--- config.mk ---
export PLATFORM = sky130hd
export DESIGN_NAME = residual_overvoltage_stage
export DESIGN_NICKNAME = d
export VERILOG_FILES = /design/src/rtl/nov_pkg.sv /design/src/rtl/residual_overvoltage_stage.sv
export VERILOG_INCLUDE_DIRS = /design/src /design/src/rtl
export SDC_FILE = /design/constraint.sdc
export NUM_CORES = 2
export LEC_CHECK = 0
export BUFFER_PORTS_ARGS = -buffer_cell sky130_fd_sc_hd__buf_2
export CAP_MARGIN = 20
export CORE_ASPECT_RATIO = 1.1
export CORE_MARGIN = 3
export CORE_UTILIZATION = 60
export DETAILED_ROUTE_END_ITERATION = 8
export PLACE_DENSITY = 0.84
export SLEW_MARGIN = 40
export SYNTH_ARGS = -nofsm -noshare
export SYNTH_HDL_FRONTEND = slang
export SYNTH_SLANG_ARGS = --single-unit
--- constraint.sdc ---
create_clock -name i_clk -period 129.6 [get_ports i_clk]
set_input_delay 6.48 -clock i_clk [delete_from_list [all_inputs] [get_ports i_clk]]
set_output_delay 6.48 -clock i_clk [all_outputs]
set_load 0.01 [all_outputs]
--- src/rtl/nov_params.svh ---
// constants of the residual overvoltage stage: offsets, fields, codes, defaults, timing
`ifndef NOV_PARAMS_SVH
`define NOV_PARAMS_SVH
`define CLK_FREQ_HZ    32'h05F5_E100
`define TICK_TIME_MS   32'h0000_0005
`define TICK_CYCLES    (`CLK_FREQ_HZ / 32'h0000_03E8 * `TICK_TIME_MS)
`define OFS_MODE       8'h00
`define OFS_FORCE      8'h04
`define OFS_SRC        8'h08
`define OFS_CFG        8'h0C
`define OFS_DLY_TYPE   8'h10
`define OFS_DLY        8'h14
`define OFS_KDIAL      8'h18
`define OFS_STATUS     8'h1C
`define OFS_RATIO      8'h20
`define OFS_REMAIN     8'h24
`define OFS_EXPECT     8'h28
`define OFS_ISTAT      8'h2C
`define OFS_IMASK      8'h30
`define THR_PAGE       3'h2
`define CFG_CH3_RES    0
`define CFG_CH4_RES    1
`define CFG_LN_CONN    2
`define CFG_FORCE_EN   3
`define MODE_ON        3'h0
`define MODE_BLOCKED   3'h1
`define MODE_TEST      3'h2
`define MODE_TEST_BLK  3'h3
`define MODE_OFF       3'h4
`define FORCE_NORMAL   2'h0
`define FORCE_START    2'h1
`define FORCE_TRIP     2'h2
`define FORCE_BLOCKED  2'h3
`define SRC_AUTO       2'h0
`define SRC_CALC       2'h1
`define SRC_CH3        2'h2
`define SRC_CH4        2'h3
`define SRC_NONE       2'h0
`define THR_DEF        16'h07D0
`define THR_MIN        16'h0064
`define THR_MAX        16'h26AC
`define RESET_PCT      24'h00_0061
`define FULL_PCT       24'h00_0064
`define DLY_DEF        20'h0_0008
`define K_DEF          16'h0005
`define K_TO_STEPS     24'h00_0002
`define RATIO_MAX      24'h00_61A8
`define MAX_STEPS      24'h05_7E40
`define IRQ_START      0
`define IRQ_TRIP       1
`define IRQ_BLOCK      2
`define IRQ_NORES      3
`endif

--- src/rtl/nov_pkg.sv ---
// types shared by the residual overvoltage stage
package nov_pkg;
  typedef struct packed {
    logic signed [15:0] ph_l1;
    logic signed [15:0] ph_l2;
    logic signed [15:0] ph_l3;
    logic        [15:0] ch3;
    logic        [15:0] ch4;
  } meas_t;
  typedef struct packed {
    logic        wr;
    logic        rd;
    logic [7:0]  addr;
    logic [31:0] wdata;
  } bus_req_t;
  typedef enum logic [1:0] {ST_IDLE, ST_COUNT, ST_TRIPPED} stage_state_t;
endpackage

--- src/rtl/residual_overvoltage_stage.sv ---
// residual overvoltage pick-up stage with register port and interrupt
// What this block does
// - calculated source is one third of the three phase voltage sum
// - takes residual and three phase fundamentals, refreshed every 5 ms
// - scaling: full earth fault reads 100 percent of nominal
// - static source choice: auto, calculated, third or fourth channel; auto default
// - third or fourth channel choice accepted only if channel is residual mode
// - pick up when magnitude exceeds threshold; ratio computed unless mode off or no source, else zero
// - release below 97 percent of threshold, or at once with mode off or no source
// - threshold in 0.01 percent steps, default 20 percent
// - modes on, blocked, test, test-blocked, off; on default; readback
// - forcing, when enabled, overrides status: normal, start, trip, blocked
// - mode, force and source are static, untouched by group change
// - threshold belongs to setting group, timing is one shared copy; both changeable live
// - auto picks calculated with phase voltages, else third then fourth residual channel, else flags no residual
// - ratio readout in hundredths
// - remaining time to trip in 5 ms steps while counting
`timescale 1ns/1ps
`include "nov_params.svh"
module residual_overvoltage_stage #(
  parameter int TICK_CYCLES = `TICK_CYCLES
) (
  // clock and reset
  input  wire logic              i_clk,
  input  wire logic              i_nrst,
  // register port
  input  wire nov_pkg::bus_req_t i_bus,
  output logic [31:0]            o_rdata,
  // measurement front end
  input  wire nov_pkg::meas_t    i_meas,
  input  wire logic              i_meas_valid,
  // active setting group
  input  wire logic [2:0]        i_active_group,
  // stage status
  output logic                   o_start,
  output logic                   o_trip,
  output logic                   o_blocked,
  output logic                   o_test,
  output logic                   o_no_residual,
  output logic                   o_irq
);
  logic [31:0]           tick_cnt_r;
  logic                  tick_r;
  nov_pkg::meas_t        meas_r;
  logic [2:0]            mode_r;
  logic [1:0]            force_r;
  logic [1:0]            src_sel_r;
  logic [3:0]            cfg_r;
  logic                  dly_type_r;
  logic [19:0]           dly_r;
  logic [15:0]           k_r;
  logic [15:0]           thr_r [8];
  logic [3:0]            istat_r;
  logic [3:0]            imask_r;
  logic                  pick_r;
  logic [15:0]           ratio_r;
  logic [19:0]           remain_r;
  logic [19:0]           elapsed_r;
  logic [1:0]            src_now_r;
  nov_pkg::stage_state_t state_r;
  logic signed [17:0]    sum3;
  logic signed [17:0]    calc_s;
  logic [15:0]           calc_mag;
  logic [1:0]            src_eff;
  logic [15:0]           meas_mag;
  logic [15:0]           thr_act;
  logic [15:0]           rel_lvl;
  logic                  run_ok;
  logic                  blk_mode;
  logic                  forced;
  logic                  pick_nxt;
  logic [23:0]           ratio_full;
  logic [23:0]           idmt_q;
  logic [19:0]           expect_nxt;
  logic                  start_nxt;
  logic                  trip_nxt;
  logic                  blocked_nxt;
  logic [3:0]            ev;
  logic                  wr_thr;
  logic                  thr_ok;
  logic                  src_ok;
  logic [31:0]           rd_val;

  // processing tick, counted here since the front end gives no frame signal
  always_ff @(posedge i_clk)
  begin
    if (!i_nrst)
    begin
      tick_cnt_r <= 32'h0000_0000;
      tick_r     <= 1'b0;
    end
    else if (tick_cnt_r == 32'(TICK_CYCLES - 1))
    begin
      tick_cnt_r <= 32'h0000_0000;
      tick_r     <= 1'b1;
    end
    else
    begin
      tick_cnt_r <= tick_cnt_r + 32'h0000_0001;
      tick_r     <= 1'b0;
    end
  end

  // latest fundamentals, held between front end updates
  always_ff @(posedge i_clk)
  begin
    if (!i_nrst)
      meas_r <= '0;
    else if (i_meas_valid)
      meas_r <= i_meas;
  end

  // phases scaled to line-to-neutral nominal, so a full fault reads 100 percent
  assign sum3     = 18'(meas_r.ph_l1) + 18'(meas_r.ph_l2) + 18'(meas_r.ph_l3);
  assign calc_s   = sum3 / 18'sh0_0003;
  assign calc_mag = calc_s[17] ? 16'(-calc_s) : 16'(calc_s);

  always_comb
  begin
    src_eff = `SRC_NONE;
    case (src_sel_r)
      `SRC_CALC: src_eff = `SRC_CALC;
      `SRC_CH3:  src_eff = cfg_r[`CFG_CH3_RES] ? `SRC_CH3 : `SRC_NONE;
      `SRC_CH4:  src_eff = cfg_r[`CFG_CH4_RES] ? `SRC_CH4 : `SRC_NONE;
      default:
      begin
        if (cfg_r[`CFG_LN_CONN])
          src_eff = `SRC_CALC;
        else if (cfg_r[`CFG_CH3_RES])
          src_eff = `SRC_CH3;
        else if (cfg_r[`CFG_CH4_RES])
          src_eff = `SRC_CH4;
        else
          src_eff = `SRC_NONE;
      end
    endcase
  end

  always_comb
  begin
    meas_mag = 16'h0000;
    case (src_eff)
      `SRC_CALC: meas_mag = calc_mag;
      `SRC_CH3:  meas_mag = meas_r.ch3;
      `SRC_CH4:  meas_mag = meas_r.ch4;
      default:   meas_mag = 16'h0000;
    endcase
  end

  assign thr_act  = thr_r[i_active_group];
  assign rel_lvl  = 16'((24'(thr_act) * `RESET_PCT) / `FULL_PCT);
  assign run_ok   = (mode_r != `MODE_OFF) && (src_eff != `SRC_NONE);
  assign blk_mode = (mode_r == `MODE_BLOCKED) || (mode_r == `MODE_TEST_BLK);
  assign forced   = cfg_r[`CFG_FORCE_EN] && (force_r != `FORCE_NORMAL);

  // hysteresis: rise above threshold, fall under the release level or at once with mode off or no source
  always_comb
  begin
    if (!run_ok)
      pick_nxt = 1'b0;
    else if (!pick_r)
      pick_nxt = meas_mag > thr_act;
    else
      pick_nxt = !(meas_mag < rel_lvl);
  end

  assign ratio_full = (24'(meas_mag) * `FULL_PCT) / 24'(thr_act);

  // inverse time with unit exponent; a full power law would cost a big datapath
  assign idmt_q = (24'(k_r) * `K_TO_STEPS * `FULL_PCT) / 24'(ratio_r - 16'h0064);

  always_comb
  begin
    if (!dly_type_r)
      expect_nxt = dly_r;
    else if (ratio_r > 16'h0064)
      expect_nxt = (idmt_q > `MAX_STEPS) ? 20'(`MAX_STEPS) : 20'(idmt_q);
    else
      expect_nxt = 20'(`MAX_STEPS);
  end

  always_ff @(posedge i_clk)
  begin
    if (!i_nrst)
    begin
      pick_r  <= 1'b0;
      ratio_r <= 16'h0000;
    end
    else if (tick_r)
    begin
      pick_r  <= pick_nxt;
      if (!run_ok)
        ratio_r <= 16'h0000;
      else
        ratio_r <= (ratio_full > `RATIO_MAX) ? 16'(`RATIO_MAX) : 16'(ratio_full);
    end
  end

  // operate timer, stepped once per tick
  always_ff @(posedge i_clk)
  begin
    if (!i_nrst)
    begin
      state_r   <= nov_pkg::ST_IDLE;
      elapsed_r <= 20'h0_0000;
    end
    else if (tick_r)
    begin
      case (state_r)
        nov_pkg::ST_IDLE:
        begin
          elapsed_r <= 20'h0_0000;
          if (pick_nxt && !blk_mode)
            state_r <= (expect_nxt == 20'h0_0000) ? nov_pkg::ST_TRIPPED : nov_pkg::ST_COUNT;
        end
        nov_pkg::ST_COUNT:
        begin
          if (!pick_nxt || blk_mode)
          begin
            state_r   <= nov_pkg::ST_IDLE;
            elapsed_r <= 20'h0_0000;
          end
          else
          begin
            elapsed_r <= elapsed_r + 20'h0_0001;
            if (elapsed_r + 20'h0_0001 >= expect_nxt)
              state_r <= nov_pkg::ST_TRIPPED;
          end
        end
        default:
        begin
          if (!pick_nxt || blk_mode)
            state_r <= nov_pkg::ST_IDLE;
        end
      endcase
    end
  end

  always_ff @(posedge i_clk)
  begin
    if (!i_nrst)
      remain_r <= 20'h0_0000;
    else if (state_r == nov_pkg::ST_COUNT && expect_nxt > elapsed_r)
      remain_r <= expect_nxt - elapsed_r;
    else
      remain_r <= 20'h0_0000;
  end

  assign start_nxt   = forced ? (force_r == `FORCE_START || force_r == `FORCE_TRIP)
                              : (state_r != nov_pkg::ST_IDLE);
  assign trip_nxt    = forced ? (force_r == `FORCE_TRIP) : (state_r == nov_pkg::ST_TRIPPED);
  assign blocked_nxt = forced ? (force_r == `FORCE_BLOCKED) : (pick_r && blk_mode);

  always_ff @(posedge i_clk)
  begin
    if (!i_nrst)
    begin
      o_start       <= 1'b0;
      o_trip        <= 1'b0;
      o_blocked     <= 1'b0;
      o_test        <= 1'b0;
      o_no_residual <= 1'b0;
      src_now_r     <= `SRC_NONE;
    end
    else
    begin
      o_start       <= start_nxt;
      o_trip        <= trip_nxt;
      o_blocked     <= blocked_nxt;
      o_test        <= (mode_r == `MODE_TEST) || (mode_r == `MODE_TEST_BLK);
      o_no_residual <= (src_eff == `SRC_NONE);
      src_now_r     <= src_eff;
    end
  end

  // static settings: one copy each, never indexed by setting group
  assign src_ok = !((i_bus.wdata[1:0] == `SRC_CH3 && !cfg_r[`CFG_CH3_RES]) ||
                    (i_bus.wdata[1:0] == `SRC_CH4 && !cfg_r[`CFG_CH4_RES]));

  always_ff @(posedge i_clk)
  begin
    if (!i_nrst)
    begin
      mode_r    <= `MODE_ON;
      force_r   <= `FORCE_NORMAL;
      src_sel_r <= `SRC_AUTO;
      cfg_r     <= 4'h0;
    end
    else if (i_bus.wr)
    begin
      if (i_bus.addr == `OFS_MODE && i_bus.wdata[2:0] <= `MODE_OFF)
        mode_r <= i_bus.wdata[2:0];
      else if (i_bus.addr == `OFS_FORCE)
        force_r <= i_bus.wdata[1:0];
      else if (i_bus.addr == `OFS_SRC && src_ok)
        src_sel_r <= i_bus.wdata[1:0];
      else if (i_bus.addr == `OFS_CFG)
        cfg_r <= i_bus.wdata[3:0];
    end
  end

  // threshold per setting group, timing shared; out-of-range thresholds are dropped
  assign wr_thr = i_bus.wr && (i_bus.addr[7:5] == `THR_PAGE);
  assign thr_ok = (i_bus.wdata[15:0] >= `THR_MIN) && (i_bus.wdata[15:0] <= `THR_MAX);

  always_ff @(posedge i_clk)
  begin
    if (!i_nrst)
    begin
      dly_type_r <= 1'b0;
      dly_r      <= `DLY_DEF;
      k_r        <= `K_DEF;
      for (int g = 0; g < 8; g++)
        thr_r[g] <= `THR_DEF;
    end
    else if (i_bus.wr)
    begin
      if (wr_thr && thr_ok)
        thr_r[i_bus.addr[4:2]] <= i_bus.wdata[15:0];
      else if (i_bus.addr == `OFS_DLY_TYPE)
        dly_type_r <= i_bus.wdata[0];
      else if (i_bus.addr == `OFS_DLY && i_bus.wdata[19:0] <= 20'(`MAX_STEPS))
        dly_r <= i_bus.wdata[19:0];
      else if (i_bus.addr == `OFS_KDIAL)
        k_r <= i_bus.wdata[15:0];
    end
  end

  // rising edges of the status outputs are the interrupt events
  assign ev[`IRQ_START] = start_nxt && !o_start;
  assign ev[`IRQ_TRIP]  = trip_nxt && !o_trip;
  assign ev[`IRQ_BLOCK] = blocked_nxt && !o_blocked;
  assign ev[`IRQ_NORES] = (src_eff == `SRC_NONE) && !o_no_residual;

  always_ff @(posedge i_clk)
  begin
    if (!i_nrst)
    begin
      istat_r <= 4'h0;
      imask_r <= 4'h0;
      o_irq   <= 1'b0;
    end
    else
    begin
      // set wins over a same-cycle clear
      if (i_bus.wr && i_bus.addr == `OFS_ISTAT)
        istat_r <= (istat_r & ~i_bus.wdata[3:0]) | ev;
      else
        istat_r <= istat_r | ev;
      if (i_bus.wr && i_bus.addr == `OFS_IMASK)
        imask_r <= i_bus.wdata[3:0];
      o_irq <= |(istat_r & imask_r);
    end
  end

  always_comb
  begin
    rd_val = 32'h0000_0000;
    if (i_bus.addr == `OFS_MODE)
      rd_val = {29'h0, mode_r};
    else if (i_bus.addr == `OFS_FORCE)
      rd_val = {30'h0, force_r};
    else if (i_bus.addr == `OFS_SRC)
      rd_val = {30'h0, src_sel_r};
    else if (i_bus.addr == `OFS_CFG)
      rd_val = {28'h0, cfg_r};
    else if (i_bus.addr == `OFS_DLY_TYPE)
      rd_val = {31'h0, dly_type_r};
    else if (i_bus.addr == `OFS_DLY)
      rd_val = {12'h0, dly_r};
    else if (i_bus.addr == `OFS_KDIAL)
      rd_val = {16'h0, k_r};
    else if (i_bus.addr == `OFS_STATUS)
      rd_val = {21'h0, mode_r, src_now_r, o_no_residual, o_test, o_blocked, o_trip,
                o_start, pick_r};
    else if (i_bus.addr == `OFS_RATIO)
      rd_val = {16'h0, ratio_r};
    else if (i_bus.addr == `OFS_REMAIN)
      rd_val = {12'h0, remain_r};
    else if (i_bus.addr == `OFS_EXPECT)
      rd_val = {12'h0, expect_nxt};
    else if (i_bus.addr == `OFS_ISTAT)
      rd_val = {28'h0, istat_r};
    else if (i_bus.addr == `OFS_IMASK)
      rd_val = {28'h0, imask_r};
    else if (i_bus.addr[7:5] == `THR_PAGE)
      rd_val = {16'h0, thr_r[i_bus.addr[4:2]]};
  end

  always_ff @(posedge i_clk)
  begin
    if (!i_nrst)
      o_rdata <= 32'h0000_0000;
    else
      o_rdata <= i_bus.rd ? rd_val : 32'h0000_0000;
  end
endmodule

==> flow_summary.json <==
{
  "rsz0062_at_grt": "no",
  "ff2ff_setup_slack_ns": 33.24,
  "yosys_most_used_dff": "dfxtp_1",
  "critPathMaxStageDelay_ns": 1.00,
  "hold_violations": 0,
  "finalSetupViolations": 0,
  "avgSynthCellArea_sq_um": 7.79,
  "cts_hold_buffers": 0,
  "tightest_slew_ns": 0.908,
  "htreeDepth": 2,
  "antenna_found_initial": 5,
  "period_minus_slack_ns": 96.36,
  "cp-start-kind": "register",
  "ys_seq_elements": 384,
  "num_io_pins": 166,
  "area_growth_pct": 6.22,
  "final_core_util_pct": 64.6,
  "vias": 63700,
  "cpMaxStageDelayCell": "or4b_2",
  "drt_iter0_drc": 5824,
  "path_delay_family": "compound AO/OA/AOI/OAI gates",
  "relSlewSlack_pct": 39.2,
  "yosys-top-cells-area": "ha_1 (17%), dfxtp_1 (8.1%), edfxtp_1 (6.0%)",
  "yosysMostFrequentCell": "ha_1",
  "slew_violations": 0,
  "drc": 0,
  "clk_path_buf_depth": 3,
  "num_rows": 124,
  "cts_tree": "yes",
  "status": "finished, final reports clean",
  "fmax_mhz": 10.4,
  "port-buffer-count": 141,
  "critPathKind": "reg -> reg",
  "post-cts-setup-buffers": 0,
  "drive_gt1_share_pct": 8.90,
  "cts_root_buf": "clkbuf_16",
  "grt_pass1_wl_um": 311000,
  "overflow": 0,
  "synthCells": 8157,
  "synth_top_cell_by_area": "ha_1",
  "cts_resized": 0,
  "end_kind": "register",
  "core_area_sq_mm": 0.105,
  "dp_hpwl_um": 151000,
  "synth-edff-count": 128,
  "die_width_um": 316,
  "grt_pass1_vias": 61000,
  "ys_seq_area_share_pct": 14.1,
  "grt_max_degree": 122,
  "async_flop_share_pct": 0,
  "wl_um": 195000,
  "insertion_delay_ns": 0.56,
  "viasPerCell": 6.62,
  "clock-sinks": 384,
  "crit_arrival_ns": 96.78,
  "tns_ns": 0,
  "drtPass1Iterations": 7,
  "path_common_cell": "o21ai_0",
  "cts_made_buffers": 37,
  "initial_core_util_pct": 60.8,
  "yosys_warnings": 0,
  "min_path_type": "reg -> reg",
  "fin_nets": 9231,
  "skew_ns": 0.0379,
  "wl_per_cell_um": 20.2,
  "clk_pin_slew_worst_paths_ns": 0.07,
  "netlist_area_sq_mm": 0.0636,
  "place_congestion": 0.992,
  "grt.total_usage_pct": 33.9,
  "critPathRequiredTime_ns": 130.02,
  "synthDistinctLibCells": 133,
  "die_h_um": 347,
  "synth.top_cells.by_count": "ha_1 (858), nor2_1 (648), nand2_1 (622)",
  "worstPathMaxFanout": 29,
  "fillers": 8918,
  "die-area_sq_mm": 0.110,
  "postRouteAntennaNets": 0,
  "yosys.area.top_type_share_pct": 16.9,
  "cap_violations": 0,
  "finalCritPeriodShare_pct": 74.4,
  "worst-path-buf-inv": 25
}
[final timing paths]
check                                start                       end  depth (start not counted)
setup / recovery   meas_r[33]$_SDFFE_PN0P_   ratio_r[0]$_SDFFE_PN0P_                        438
hold / removal    tick_cnt_r[0]$_SDFF_PP0_  tick_cnt_r[0]$_SDFF_PP0_                          1
setup reg to reg   meas_r[33]$_SDFFE_PN0P_   ratio_r[0]$_SDFFE_PN0P_                        438
hold reg to reg   tick_cnt_r[0]$_SDFF_PP0_  tick_cnt_r[0]$_SDFF_PP0_                          1
[cells in the final DEF, fill, tap and decap left out, drive strengths merged, types with 256 or more instances in the layout]
master / n
a21oi: 521
nand2: 622
inv: 416
o21ai: 478
dfxtp: 256
nor3: 387
ha: 858
xnor2: 325
o21a: 320
nor2: 650
buf: 258
[cell type report]
type | instances | area, sq um | area share, %
antenna | 2 | 5.00 | 0.00741
multi-input combinational | 7097 | 52400 | 77.6
clock inverter | 19 | 183 | 0.271
clock buffer | 49 | 1070 | 1.59
inverter | 417 | 1570 | 2.32
timing repair buffer | 258 | 1620 | 2.39
sequential | 384 | 8970 | 13.3
tap | 1386 | 1730 | 2.57
[registers in the layout, summed over array words and instances (netlist names), 2 cells and up]
register,flops
dly_r,20
state_r,2
ratio_r,16
elapsed_r,20
force_r,2
meas_r,80
src_now_r,2
tick_cnt_r,32
src_sel_r,2
remain_r,20
imask_r,4
k_r,16
thr_r,128
o_rdata,20
mode_r,3
istat_r,4
cfg_r,4
[through the flow]
stage | instances | worst slack [ns] | cell area, sq um | hold WS [ns]
final | 9612 | 33.24 | 67500 | 0.465
after global routing | 9612 | 26.05 | 67500 | 0.481
after CTS | 9610 | 34.46 | 67400 | 0.468
after detailed placement | 9542 | 34.97 | 66200 | 0.453
after global placement | 9541 | 36.42 | 66100 | 0.441
after floorplan | 8184 | 46.98 | 63700 | 0.430
[cells by family (layout without fill, tap and decap cells)]
| kind of cell | after synthesis | after routing | share of synthesized area, % |
|---|---|---|---|
| simple gates | 2894 | 2894 | 23.0 |
| xor+xnor | 512 | 512 | 7.13 |
| flops | 384 | 384 | 14.1 |
| compound gates | 2350 | 2350 | 25.1 |
| mux | 390 | 390 | 7.66 |
| buf+inv | 703 | 743 | 4.31 |
| other cells | 1 | 30 | 0.00590 |
| fa+ha+maj | 923 | 923 | 18.7 |
[routing by layer]
| metal | track usage (%) | share of wire [%] |
|---|---|---|
| met2 | 57.3 | 46 |
| met1 | 43.3 | 41 |
| met3 | 3.89 | 8.0 |
| met4 | 15.6 | 5.1 |
| met5 | 0 | 0.0067 |
Power is left out: the tool's default activity adds up to more than one toggle a clock period on the data nets, which glitch-free logic cannot reach.
